File: src/core/tmrc_defines.vh
`ifndef TMRC_DEFINES_VH
`define TMRC_DEFINES_VH
// ==========================================================
// Register byte addresses
`define TMRC_ADDR_A_CTL 8'h00
`define TMRC_ADDR_A_CNT 8'h04
`define TMRC_ADDR_E_CTL 8'h08
`define TMRC_ADDR_E_CNT 8'h0C
`define TMRC_ADDR_O_CTL 8'h10
`define TMRC_ADDR_O_CNT 8'h14
// ==========================================================
// Control field positions
`define TMRC_BIT_ON 15
`define TMRC_BIT_IDLE_STOP 13
`define TMRC_BIT_ASYNC_WRITE_BLOCK 12
`define TMRC_BIT_WRITE_PENDING_FLAG 11
`define TMRC_BIT_GATE 7
`define TMRC_BIT_PAIR 3
`define TMRC_BIT_SYNC 2
`define TMRC_BIT_CS 1
`define TMRC_A_PS_HI 5
`define TMRC_A_PS_LO 4
`define TMRC_B_PS_HI 6
`define TMRC_B_PS_LO 4
// ==========================================================
// Writable masks and reset values
`define TMRC_A_WMASK 32'h0000B0B6
`define TMRC_E_WMASK 32'h0000A0FA
`define TMRC_O_WMASK 32'h0000A0F2
`define TMRC_CTL_RESET 32'h00000000
`define TMRC_CNT_RESET 16'h0000
// ==========================================================
// Timing and bus answers
`define TMRC_ASYNC_WR_CYCLES 3
`define TMRC_RESP_OKAY 2'h0
`define TMRC_RESP_SLVERR 2'h2
`endif

File: src/core/tmrc_top.v
// Function
// RULE_01: A timer counts only while its enable bit is set and stops when it is cleared.
// RULE_02: With idle-stop set the timer halts while the device is idle, else it keeps running.
// RULE_03: On timer A with write-block set, a count write during a pending async write is dropped.
// RULE_04: Timer A write-pending flag reads 1 during an async count write and 0 in sync mode.
// RULE_05: Gate-accumulate enables gated counting only when clock-source select is 0.
// RULE_06: On type B timers gate-accumulate reads 0 and has no effect while clock source is 1.
// RULE_07: Timer A prescale codes 11,10,01,00 divide by 256, 64, 8 and 1.
// RULE_08: Type B prescale codes 111 down to 000 divide by 256,64,32,16,8,4,2,1.
// RULE_09: The 32-bit pairing bit exists only on the even type B timer.
// RULE_10: In 32-bit mode the odd timer's enable, gate, prescale and source bits are ignored.
// RULE_11: Software clears idle-stop on the odd timer to keep a 32-bit pair running in idle.
// RULE_12: Unimplemented control bits ignore writes and read 0; implemented bits reset to 0.
// RULE_13: Software avoids register access in the cycle right after clearing enable.
// RULE_14: An enabled, ungated timer counts once per prescaled input clock period.
// RULE_15: In gated mode the timer counts only while its gate input is high.
//
// Chosen here: the AXI4-Lite register port and the register addresses.
`timescale 1ns/1ns
`include "tmrc_defines.vh"

module tmrc_top #(
  parameter ASYNC_WR_CYCLES = `TMRC_ASYNC_WR_CYCLES
) (
  // Clock and reset
  input wire aclk,
  input wire aresetn,
  // AXI4-Lite write address and data
  input wire awvalid,
  output reg awready,
  input wire [7:0] awaddr,
  input wire wvalid,
  output reg wready,
  input wire [31:0] wdata,
  input wire [3:0] wstrb,
  // AXI4-Lite write response
  output reg bvalid,
  input wire bready,
  output reg [1:0] bresp,
  // AXI4-Lite read
  input wire arvalid,
  output reg arready,
  input wire [7:0] araddr,
  output reg rvalid,
  input wire rready,
  output reg [31:0] rdata,
  output reg [1:0] rresp,
  // Device and timer pins: index 0 timer A, 1 even B, 2 odd B
  input wire idle_mode,
  input wire [2:0] gate_in,
  input wire [2:0] ext_clk_in
);

  // ==========================================================
  // Pin synchronisers
  reg [6:0] sync1;
  reg [6:0] sync2;
  reg [6:0] sync3;
  reg [6:0] pin_state;
  reg [2:0] ext_prev;

  // Three stages; a change counts once stages two and three agree
  always @(posedge aclk) begin
    if (!aresetn) begin
      sync1 <= 7'h00;
      sync2 <= 7'h00;
      sync3 <= 7'h00;
      pin_state <= 7'h00;
      ext_prev <= 3'h0;
    end else begin
      sync1 <= {idle_mode, gate_in, ext_clk_in};
      sync2 <= sync1;
      sync3 <= sync2;
      pin_state <= (sync2 & sync3) | (pin_state & (sync2 | sync3));
      ext_prev <= pin_state[2:0];
    end
  end

  wire idle_s = pin_state[6];
  wire [2:0] gate_s = pin_state[5:3];
  wire [2:0] ext_rise = pin_state[2:0] & ~ext_prev;

  // ==========================================================
  // Control registers
  reg [31:0] a_ctl;
  reg [31:0] e_ctl;
  reg [31:0] o_ctl;
  reg [7:0] aw_addr;
  reg aw_held;
  reg [31:0] w_data;
  reg [3:0] w_strb;
  reg w_held;
  wire wr_go = aw_held && w_held && !bvalid;
  wire [31:0] byte_mask = {{8{w_strb[3]}}, {8{w_strb[2]}}, {8{w_strb[1]}}, {8{w_strb[0]}}};

  // Merge strobed bytes into a register under its writable mask
  function [31:0] merge;
    input [31:0] old;
    input [31:0] mask;
    input [31:0] data;
    input [31:0] bm;
    begin
      merge = ((old & ~bm) | (data & bm)) & mask;
    end
  endfunction

  // Unimplemented bits stay zero through the writable mask
  // RULE_12 mask and reset
  always @(posedge aclk) begin
    if (!aresetn) begin
      a_ctl <= `TMRC_CTL_RESET;
      e_ctl <= `TMRC_CTL_RESET;
      o_ctl <= `TMRC_CTL_RESET;
    end else if (wr_go) begin
      if (aw_addr == `TMRC_ADDR_A_CTL) begin
        a_ctl <= merge(a_ctl, `TMRC_A_WMASK, w_data, byte_mask);
      end else if (aw_addr == `TMRC_ADDR_E_CTL) begin
        e_ctl <= merge(e_ctl, `TMRC_E_WMASK, w_data, byte_mask);
      end else if (aw_addr == `TMRC_ADDR_O_CTL) begin
        // RULE_09 no pair bit on odd
        o_ctl <= merge(o_ctl, `TMRC_O_WMASK, w_data, byte_mask);
      end
    end
  end

  // ==========================================================
  // Timer A asynchronous count write
  wire a_async = a_ctl[`TMRC_BIT_CS] && !a_ctl[`TMRC_BIT_SYNC];
  reg a_pending;
  reg [7:0] a_wait;
  reg [15:0] a_wr_val;
  wire a_cnt_wr = wr_go && (aw_addr == `TMRC_ADDR_A_CNT);
  // RULE_03 block while pending
  wire a_wr_take = a_cnt_wr && !(a_ctl[`TMRC_BIT_ASYNC_WRITE_BLOCK] && a_pending);
  wire a_done = a_pending && (a_wait == 8'h00);

  // An async write lands some cycles later, as if crossing into the external clock
  always @(posedge aclk) begin
    if (!aresetn) begin
      a_pending <= 1'b0;
      a_wait <= 8'h00;
      a_wr_val <= `TMRC_CNT_RESET;
    end else if (a_wr_take && a_async) begin
      a_pending <= 1'b1;
      a_wait <= ASYNC_WR_CYCLES[7:0] - 8'h01;
      a_wr_val <= (a_wr_val & ~byte_mask[15:0]) | (w_data[15:0] & byte_mask[15:0]);
    end else if (a_done || !a_async) begin
      a_pending <= 1'b0;
    end else if (a_pending) begin
      a_wait <= a_wait - 8'h01;
    end
  end

  // RULE_04 flag only in async mode
  wire a_write_pending_flag = a_pending && a_async;

  // ==========================================================
  // Effective per-timer controls
  reg [2:0] t_en;
  reg [2:0] t_stop;
  reg [2:0] t_cs;
  reg [2:0] t_gate;
  reg [2:0] t_ld;
  reg [47:0] t_ld_val;
  reg [11:0] t_shift;
  wire pair = e_ctl[`TMRC_BIT_PAIR];

  // Shift amount for the prescale divider
  // RULE_07 timer A divisors
  function [3:0] a_shift;
    input [1:0] code;
    begin
      case (code)
        2'h3: a_shift = 4'h8;
        2'h2: a_shift = 4'h6;
        2'h1: a_shift = 4'h3;
        default: a_shift = 4'h0;
      endcase
    end
  endfunction

  // RULE_08 type B divisors
  function [3:0] b_shift;
    input [2:0] code;
    begin
      if (code == 3'h7) begin
        b_shift = 4'h8;
      end else begin
        b_shift = {1'b0, code};
      end
    end
  endfunction

  // Odd timer defers to even settings in a pair
  always @* begin
    // RULE_01 enable bits
    t_en = {o_ctl[`TMRC_BIT_ON], e_ctl[`TMRC_BIT_ON], a_ctl[`TMRC_BIT_ON]};
    // RULE_02 idle stop
    t_stop[0] = idle_s && a_ctl[`TMRC_BIT_IDLE_STOP];
    t_stop[1] = idle_s && (e_ctl[`TMRC_BIT_IDLE_STOP] || (pair && o_ctl[`TMRC_BIT_IDLE_STOP]));
    t_stop[2] = idle_s && o_ctl[`TMRC_BIT_IDLE_STOP];
    t_cs = {o_ctl[`TMRC_BIT_CS], e_ctl[`TMRC_BIT_CS], a_ctl[`TMRC_BIT_CS]};
    // RULE_05 gate ignored with external source
    t_gate = {o_ctl[`TMRC_BIT_GATE], e_ctl[`TMRC_BIT_GATE], a_ctl[`TMRC_BIT_GATE]} & ~t_cs;
    t_shift[3:0] = a_shift(a_ctl[`TMRC_A_PS_HI:`TMRC_A_PS_LO]);
    t_shift[7:4] = b_shift(e_ctl[`TMRC_B_PS_HI:`TMRC_B_PS_LO]);
    t_shift[11:8] = b_shift(o_ctl[`TMRC_B_PS_HI:`TMRC_B_PS_LO]);
    if (pair) begin
      // RULE_10 odd controls ignored
      t_en[2] = t_en[1];
      t_stop[2] = t_stop[1];
      t_cs[2] = t_cs[1];
      t_gate[2] = t_gate[1];
      t_shift[11:8] = t_shift[7:4];
    end
    t_ld[0] = a_async ? a_done : a_wr_take;
    t_ld[1] = wr_go && (aw_addr == `TMRC_ADDR_E_CNT);
    t_ld[2] = wr_go && (aw_addr == `TMRC_ADDR_O_CNT);
    t_ld_val[15:0] = a_async ? a_wr_val : w_data[15:0];
    t_ld_val[31:16] = w_data[15:0];
    t_ld_val[47:32] = w_data[15:0];
  end

  // ==========================================================
  // Timer counters, one per timer
  wire [2:0] t_step;
  wire [2:0] t_wrap;
  wire [47:0] t_cnt;

  genvar i;
  generate
    for (i = 0; i < 3; i = i + 1) begin : tmr
      reg [7:0] pre;
      reg [15:0] cnt;
      wire active = t_en[i] && !t_stop[i];
      // RULE_15 gate holds the count
      wire src = (t_cs[i] ? ext_rise[i] : 1'b1) && (!t_gate[i] || gate_s[i]);
      wire [7:0] pre_top = 8'hFF >> (4'h8 - t_shift[i*4 +: 4]);
      wire own = active && src && (pre == pre_top);
      // Odd half of a pair steps on the even half's wrap
      wire step;
      if (i == 2) begin : odd
        assign step = pair ? (t_step[1] && t_wrap[1]) : own;
      end else begin : base
        assign step = own;
      end
      assign t_step[i] = step;
      assign t_wrap[i] = (cnt == 16'hFFFF);
      assign t_cnt[i*16 +: 16] = cnt;

      // RULE_14 prescaled increment
      always @(posedge aclk) begin
        if (!aresetn) begin
          pre <= 8'h00;
          cnt <= `TMRC_CNT_RESET;
        end else begin
          if (!active) begin
            pre <= 8'h00;
          end else if (src) begin
            pre <= (pre == pre_top) ? 8'h00 : pre + 8'h01;
          end
          if (t_ld[i]) begin
            cnt <= t_ld_val[i*16 +: 16];
          end else if (step) begin
            cnt <= cnt + 16'h0001;
          end
        end
      end
    end
  endgenerate

  // ==========================================================
  // AXI4-Lite write channels, taken in either order
  wire aw_map = (awaddr == `TMRC_ADDR_A_CTL) || (awaddr == `TMRC_ADDR_A_CNT) ||
                (awaddr == `TMRC_ADDR_E_CTL) || (awaddr == `TMRC_ADDR_E_CNT) ||
                (awaddr == `TMRC_ADDR_O_CTL) || (awaddr == `TMRC_ADDR_O_CNT);
  reg aw_ok;

  // Ready pulses one cycle after valid so each item is taken once
  always @(posedge aclk) begin
    if (!aresetn) begin
      awready <= 1'b0;
      wready <= 1'b0;
      aw_held <= 1'b0;
      w_held <= 1'b0;
      aw_addr <= 8'h00;
      aw_ok <= 1'b0;
      w_data <= 32'h00000000;
      w_strb <= 4'h0;
      bvalid <= 1'b0;
      bresp <= `TMRC_RESP_OKAY;
    end else begin
      awready <= awvalid && !awready && !aw_held;
      wready <= wvalid && !wready && !w_held;
      if (awvalid && awready) begin
        aw_held <= 1'b1;
        aw_addr <= awaddr;
        aw_ok <= aw_map;
      end
      if (wvalid && wready) begin
        w_held <= 1'b1;
        w_data <= wdata;
        w_strb <= wstrb;
      end
      if (wr_go) begin
        aw_held <= 1'b0;
        w_held <= 1'b0;
        bvalid <= 1'b1;
        bresp <= aw_ok ? `TMRC_RESP_OKAY : `TMRC_RESP_SLVERR;
      end else if (bvalid && bready) begin
        bvalid <= 1'b0;
      end
    end
  end

  // ==========================================================
  // AXI4-Lite read channel
  reg [31:0] rd_mux;
  reg rd_ok;

  // Read view adds the live write-pending flag and hides type B gate bits while their source bit is 1
  always @* begin
    rd_ok = 1'b1;
    if (araddr == `TMRC_ADDR_A_CTL) begin
      rd_mux = a_ctl | ({31'h00000000, a_write_pending_flag} << `TMRC_BIT_WRITE_PENDING_FLAG);
    end else if (araddr == `TMRC_ADDR_A_CNT) begin
      rd_mux = {16'h0000, t_cnt[15:0]};
    end else if (araddr == `TMRC_ADDR_E_CTL) begin
      // RULE_06 gate reads zero
      rd_mux = e_ctl & ~({31'h00000000, e_ctl[`TMRC_BIT_CS]} << `TMRC_BIT_GATE);
    end else if (araddr == `TMRC_ADDR_E_CNT) begin
      rd_mux = {16'h0000, t_cnt[31:16]};
    end else if (araddr == `TMRC_ADDR_O_CTL) begin
      rd_mux = o_ctl & ~({31'h00000000, o_ctl[`TMRC_BIT_CS]} << `TMRC_BIT_GATE);
    end else if (araddr == `TMRC_ADDR_O_CNT) begin
      rd_mux = {16'h0000, t_cnt[47:32]};
    end else begin
      rd_ok = 1'b0;
      rd_mux = 32'h00000000;
    end
  end

  // Data is sampled at the address handshake and held until taken
  always @(posedge aclk) begin
    if (!aresetn) begin
      arready <= 1'b0;
      rvalid <= 1'b0;
      rdata <= 32'h00000000;
      rresp <= `TMRC_RESP_OKAY;
    end else begin
      arready <= arvalid && !arready && !rvalid;
      if (arvalid && arready) begin
        rvalid <= 1'b1;
        rdata <= rd_mux;
        rresp <= rd_ok ? `TMRC_RESP_OKAY : `TMRC_RESP_SLVERR;
      end else if (rvalid && rready) begin
        rvalid <= 1'b0;
      end
    end
  end

endmodule // tmrc_top

File: config.mk
export PLATFORM = sky130hd
export DESIGN_NAME = tmrc_top
export DESIGN_NICKNAME = d
export VERILOG_FILES = /design/src/core/tmrc_top.v
export VERILOG_INCLUDE_DIRS = /design/src /design/src/core
export SDC_FILE = /design/constraint.sdc
export NUM_CORES = 1
export LEC_CHECK = 0
export BUFFER_PORTS_ARGS = -buffer_cell sky130_fd_sc_hd__buf_2
export CORE_ASPECT_RATIO = 1.5
export CORE_UTILIZATION = 45
export DETAILED_ROUTE_END_ITERATION = 10
export HOLD_SLACK_MARGIN = 0.02
export PLACE_DENSITY = 0.74
export SYNTH_ARGS = -nofsm -noshare
export SYNTH_HDL_FRONTEND = slang
export SYNTH_SLANG_ARGS = --single-unit
File: constraint.sdc
create_clock -name aclk -period 4.3 [get_ports aclk]
set_clock_uncertainty 0.15 [all_clocks]
set_input_delay 0.86 -clock aclk [delete_from_list [all_inputs] [get_ports aclk]]
set_output_delay 0.86 -clock aclk [all_outputs]
set_load 0.1 [all_outputs]
Yosys cells after proc, flatten, opt, wreduce, memory -nomap -nowiden
Cells that the tools add are included.

operators by class
  multiply operators = 0
  mux-type cells = 46
  $add $sub $neg = 10
  divide/modulo/power cells = 0
  reduce and logical (&&, ||, !) cells = 86
  bitwise operators = 29
  shift operators = 3
  equal/unequal tests = 25
  order comparisons = 0

operators with widths
  cell                                                                   number
  32-bit two-way mux                                                     5
  16-bit two-way mux                                                     8
  16-bit bitwise AND                                                     6
  16-bit by 32-bit bitwise AND with 32-bit output                        2
  8-bit inverter with 32-bit output                                      2
  16-bit bitwise OR                                                      4
  16-bit by 1-bit adder with 16-bit output, second input constant        3
  8-bit by 4-bit equality test with 1-bit output, second input constant  6
  8-bit by 5-bit equality test with 1-bit output, second input constant  6
  1-bit logical AND                                                      39
  8-bit logical NOT                                                      4
  16-bit inverter                                                        2
  8-bit by 1-bit adder with 8-bit output, second input constant          3
  8-bit by 3-bit equality test with 1-bit output, second input constant  3
  8-bit equality test                                                    3
  8-bit two-way mux                                                      3
  8-bit by 4-bit right shift with 8-bit output, first input constant     3
  1-bit two-way mux                                                      21
  16-bit equality test, second input constant                            1
  1-bit logical NOT                                                      16
  16-bit by 12-bit bitwise OR with 16-bit output                         1
  7-bit bitwise AND                                                      2
  7-bit bitwise OR                                                       2
  2-bit nonzero test                                                     7
  17 further kinds                                                       47

storage, ports and cells
  memory bits (read-only) = 0
  word-level logic and storage cells = 231
  latch bits = 0
  memories = 0
  RAM bits = 0
  input bits = 66
  output and inout port bits = 41
  flip-flop bits (word level) = 221

Logic depth before layout (Yosys ltp)
  depth in word-level cells = 11
  gate-level depth with buffers = 15
  gate-level depth less buffers = 10

Worst setup path before layout
No wires, ideal clock.

  path kind = reg2reg
  start point = reg (tool-made name)
  end point = reg tmr[2].cnt[10]
  cell stages (with the launch flop) = 14
  slack = 1181 ps
  path buffers = 5
  data arrival time = 2881 ps
  data required time = 4062 ps
  clock period less this slack = 3119 ps
  library setup time = 88 ps
  cell sequence = dfxtp_1 -> buf_2 -> buf_2 -> nand2_1 -> ha_1 -> maj3_1 -> xor2_1 -> nand4_2 -> o31a_1 -> clkbuf_1 -> and2_1 -> buf_6 -> buf_6 -> o32ai_2

RTL lines
  item                  line            source
  to (signal assigned)  tmrc_top.v:255  cnt <= `TMRC_CNT_RESET;
  to (signal assigned)  tmrc_top.v:263  cnt <= t_ld_val[i*16 +: 16];
  to (signal assigned)  tmrc_top.v:265  cnt <= cnt + 16'h0001;
  to (decl)             tmrc_top.v:234  reg [15:0] cnt;

==> results.txt <==
outcome = complete, no violations
worst-margin pin slew = 1.11 ns
maxcap violations = 0
Slew HR = 0.256
fin crit period = 3.38 ns
DRT iter0 DRCs = 828
final hold vios = 0
setup tns final = 0 ns
final design utilization = 0.518
CTS tree = yes
Vias = 8922
pin count of the biggest net entering global routing = 70
Crit path max-delay family = simple AND/OR/NAND/NOR gates
crit-path max FO = 15
layout cells sized above 1 = 0.113
Post-Route WL = 27400 um
top post-synthesis cells by area = dfxtp_1 41%, nand2_1 8.5%, a21oi_1 5.9%
setup bufs post-CTS = 0
Slew Viols, Final = 0
fin cells = 1539
CP endpoint kind = flop
first-pass GRT wire length = 43700 um
WL per Instance = 17.8 um
worst path cell trace = nand2_1 > nand2_1 > ha_1 > maj3_1 > xor2_1 > nand4_2 > o31a_1 > and2_1 > o32ai_1
PwrDens = 376 nW/um^2
sequential area share after synthesis = 0.413
die area = 22500 um^2
CTS resizes = 0
clock root buffer = clkbuf_16
post-DP HPWL = 19500 um
Pleak = 0.00404 uW
Setup crit start kind = flop
vias in the first global route = 8328
#FFs+latches synth = 203
Critical Path Max Stage Delay = 0.65 ns
cells after synthesis = 1227
worst skew pair latency = 0.50 ns
Post-synth EDFFs = 0
most used cell, CP = nand2_1
GP Congestion = 0.962
NumNets Final = 1331
CP Buf/Inv Count = 0
Max Clk Rate = 296 MHz
WP data required = 4.56 ns
Final setup viols = 0
Std-Cell Rows = 65
crit path DAT = 3.63 ns
top-count cell post-synth = nand2_1
ys async rst share = 0
Crit Path Class = reg -> reg
CP max-delay cell = dfxtp_1
routed vias/inst = 5.80
CTS H-tree depth = 1
Post-CTS Hold Buffers = 0
Post-synth top cells = 222 x nand2_1, 203 x dfxtp_1, 116 x a21oi_1
total track usage = 0.249
residual DRC count = 0
synth-to-layout area growth = 11.7%
die width = 123 um
DR pass1 iterations = 5
Tcrit/Tclk final = 0.785
Cell Area, Synth = 9840 um^2
DIE HEIGHT = 183 um
CTS max path bufs = 3
IO Count = 107
VDD IR max = 0.000355 V
Synth top area share = 0.413
synth unique cells = 68
Starting Density = 0.464
yosys warns = 0
Antenna diodes = 0
Post-DRT Antenna Nets = 0
average size of a mapped cell = 8.02 um^2
CTS Buf Count = 20
total clock sinks = 203
count of input and output buffers = 70
total power = 4140 uW
gr ovfl total = 0
core area = 21200 um^2
initial antenna violation count = 0
Synth Flop Type = dfxtp_1
Synth area leader = dfxtp_1
register clock-pin slew on the reported worst setup and hold paths = 0.07 ns
placed insts = 1503
RSZ-0062 raised after global routing = false
HP Class = reg -> reg
-- logic make-up after synthesis --
family / after synthesis / synth area share
fa+ha+maj: 9 / 0.0112
compound gates: 272 / 0.180
mux: 29 / 0.0299
buf+inv: 114 / 0.0543
simple gates: 538 / 0.257
other cells: 1 / 0.000381
xor+xnor: 61 / 0.0543
flops: 203 / 0.413
-- routing by layer --
layer  track usage  vias to the layer above  wire length [um]
met1         0.298                     4185             10900
met3        0.0361                       81              1680
met2         0.425                      325             13300
li1              -                     4331                 -
met4         0.128                        0              1540
met5             0                        -                 0
-- final timing paths --
kind                                       to  slack [ns]     start  cells after the start
worst min register to register       sync2[5]        0.28  sync1[5]                      1
worst max-delay path            tmr[2].cnt[6]        0.92      flop                      9
worst max register to register  tmr[2].cnt[6]        0.92      flop                      9
worst min-delay path                 sync2[5]        0.28  sync1[5]                      1
-- worst register-to-register path, delay by kind of cell (launching register included) --
kind                     cells  cell delay, ns
AO/OA/AOI/OAI                2            0.74
XOR/XNOR                     1            0.24
adder cells (fa/ha/maj)      2            0.61
flip-flops                   1            0.65
AND/OR/NAND/NOR              4            0.89
-- report_power, final --
| part | leakage, uW | switching (uW) | internal (uW) |
|---|---|---|---|
| Combinational | 0.00204 | 206 | 48.2 |
| Clock | 0.000362 | 764 | 1190 |
| Sequential | 0.00164 | 29.4 | 1900 |
| Total | 0.00404 | 1000 | 3140 |
-- cell usage in the layout, fill, tap and decap left out, drive strengths merged, types with 4 or more instances in the layout --
master,netlist,routed
clkinv,0,6
nor2,114,114
a311oi,4,4
inv,21,21
ha,8,8
or3,8,8
a211oi,18,18
a22oi,12,12
and4,5,5
a21oi,116,116
nand2,223,223
buf,30,84
nand3b,5,5
nor4b,5,5
a31oi,6,6
and2,38,38
nand2b,7,7
nand3,33,33
xor2,29,29
or4,5,5
nor3b,5,5
conb,1,18
o22ai,5,5
nor4,16,16
and3,14,14
nor2b,13,13
a221oi,6,6
o21ai,50,50
bufinv,0,4
nor3,21,21
dfxtp,203,203
xnor2,32,32
clkbuf,63,25
nand4,21,21
o32ai,13,13
a222oi,12,12
mux2i,26,26
-- metrics by stage --
step | setup WS, ns | hold slack [ns] | area [um^2]
floorplan | 1.18 | 0.262 | 9910
global placement | 0.786 | 0.262 | 10300
detailed placement | 0.785 | 0.268 | 10300
CTS | 0.940 | 0.279 | 11000
global route | 0.707 | 0.299 | 11000
finish | 0.923 | 0.277 | 11000
-- area by class of cell --
cell class	instances	area, um^2
repair buffers	84	468
clock inverters	11	165
multi-input cells	927	5310
clock buffers	25	571
inverters	21	81.3
well taps	268	335
flip-flops and latches	203	4060
fillers	1979	10200
Power figures use the tool's default switching activity.
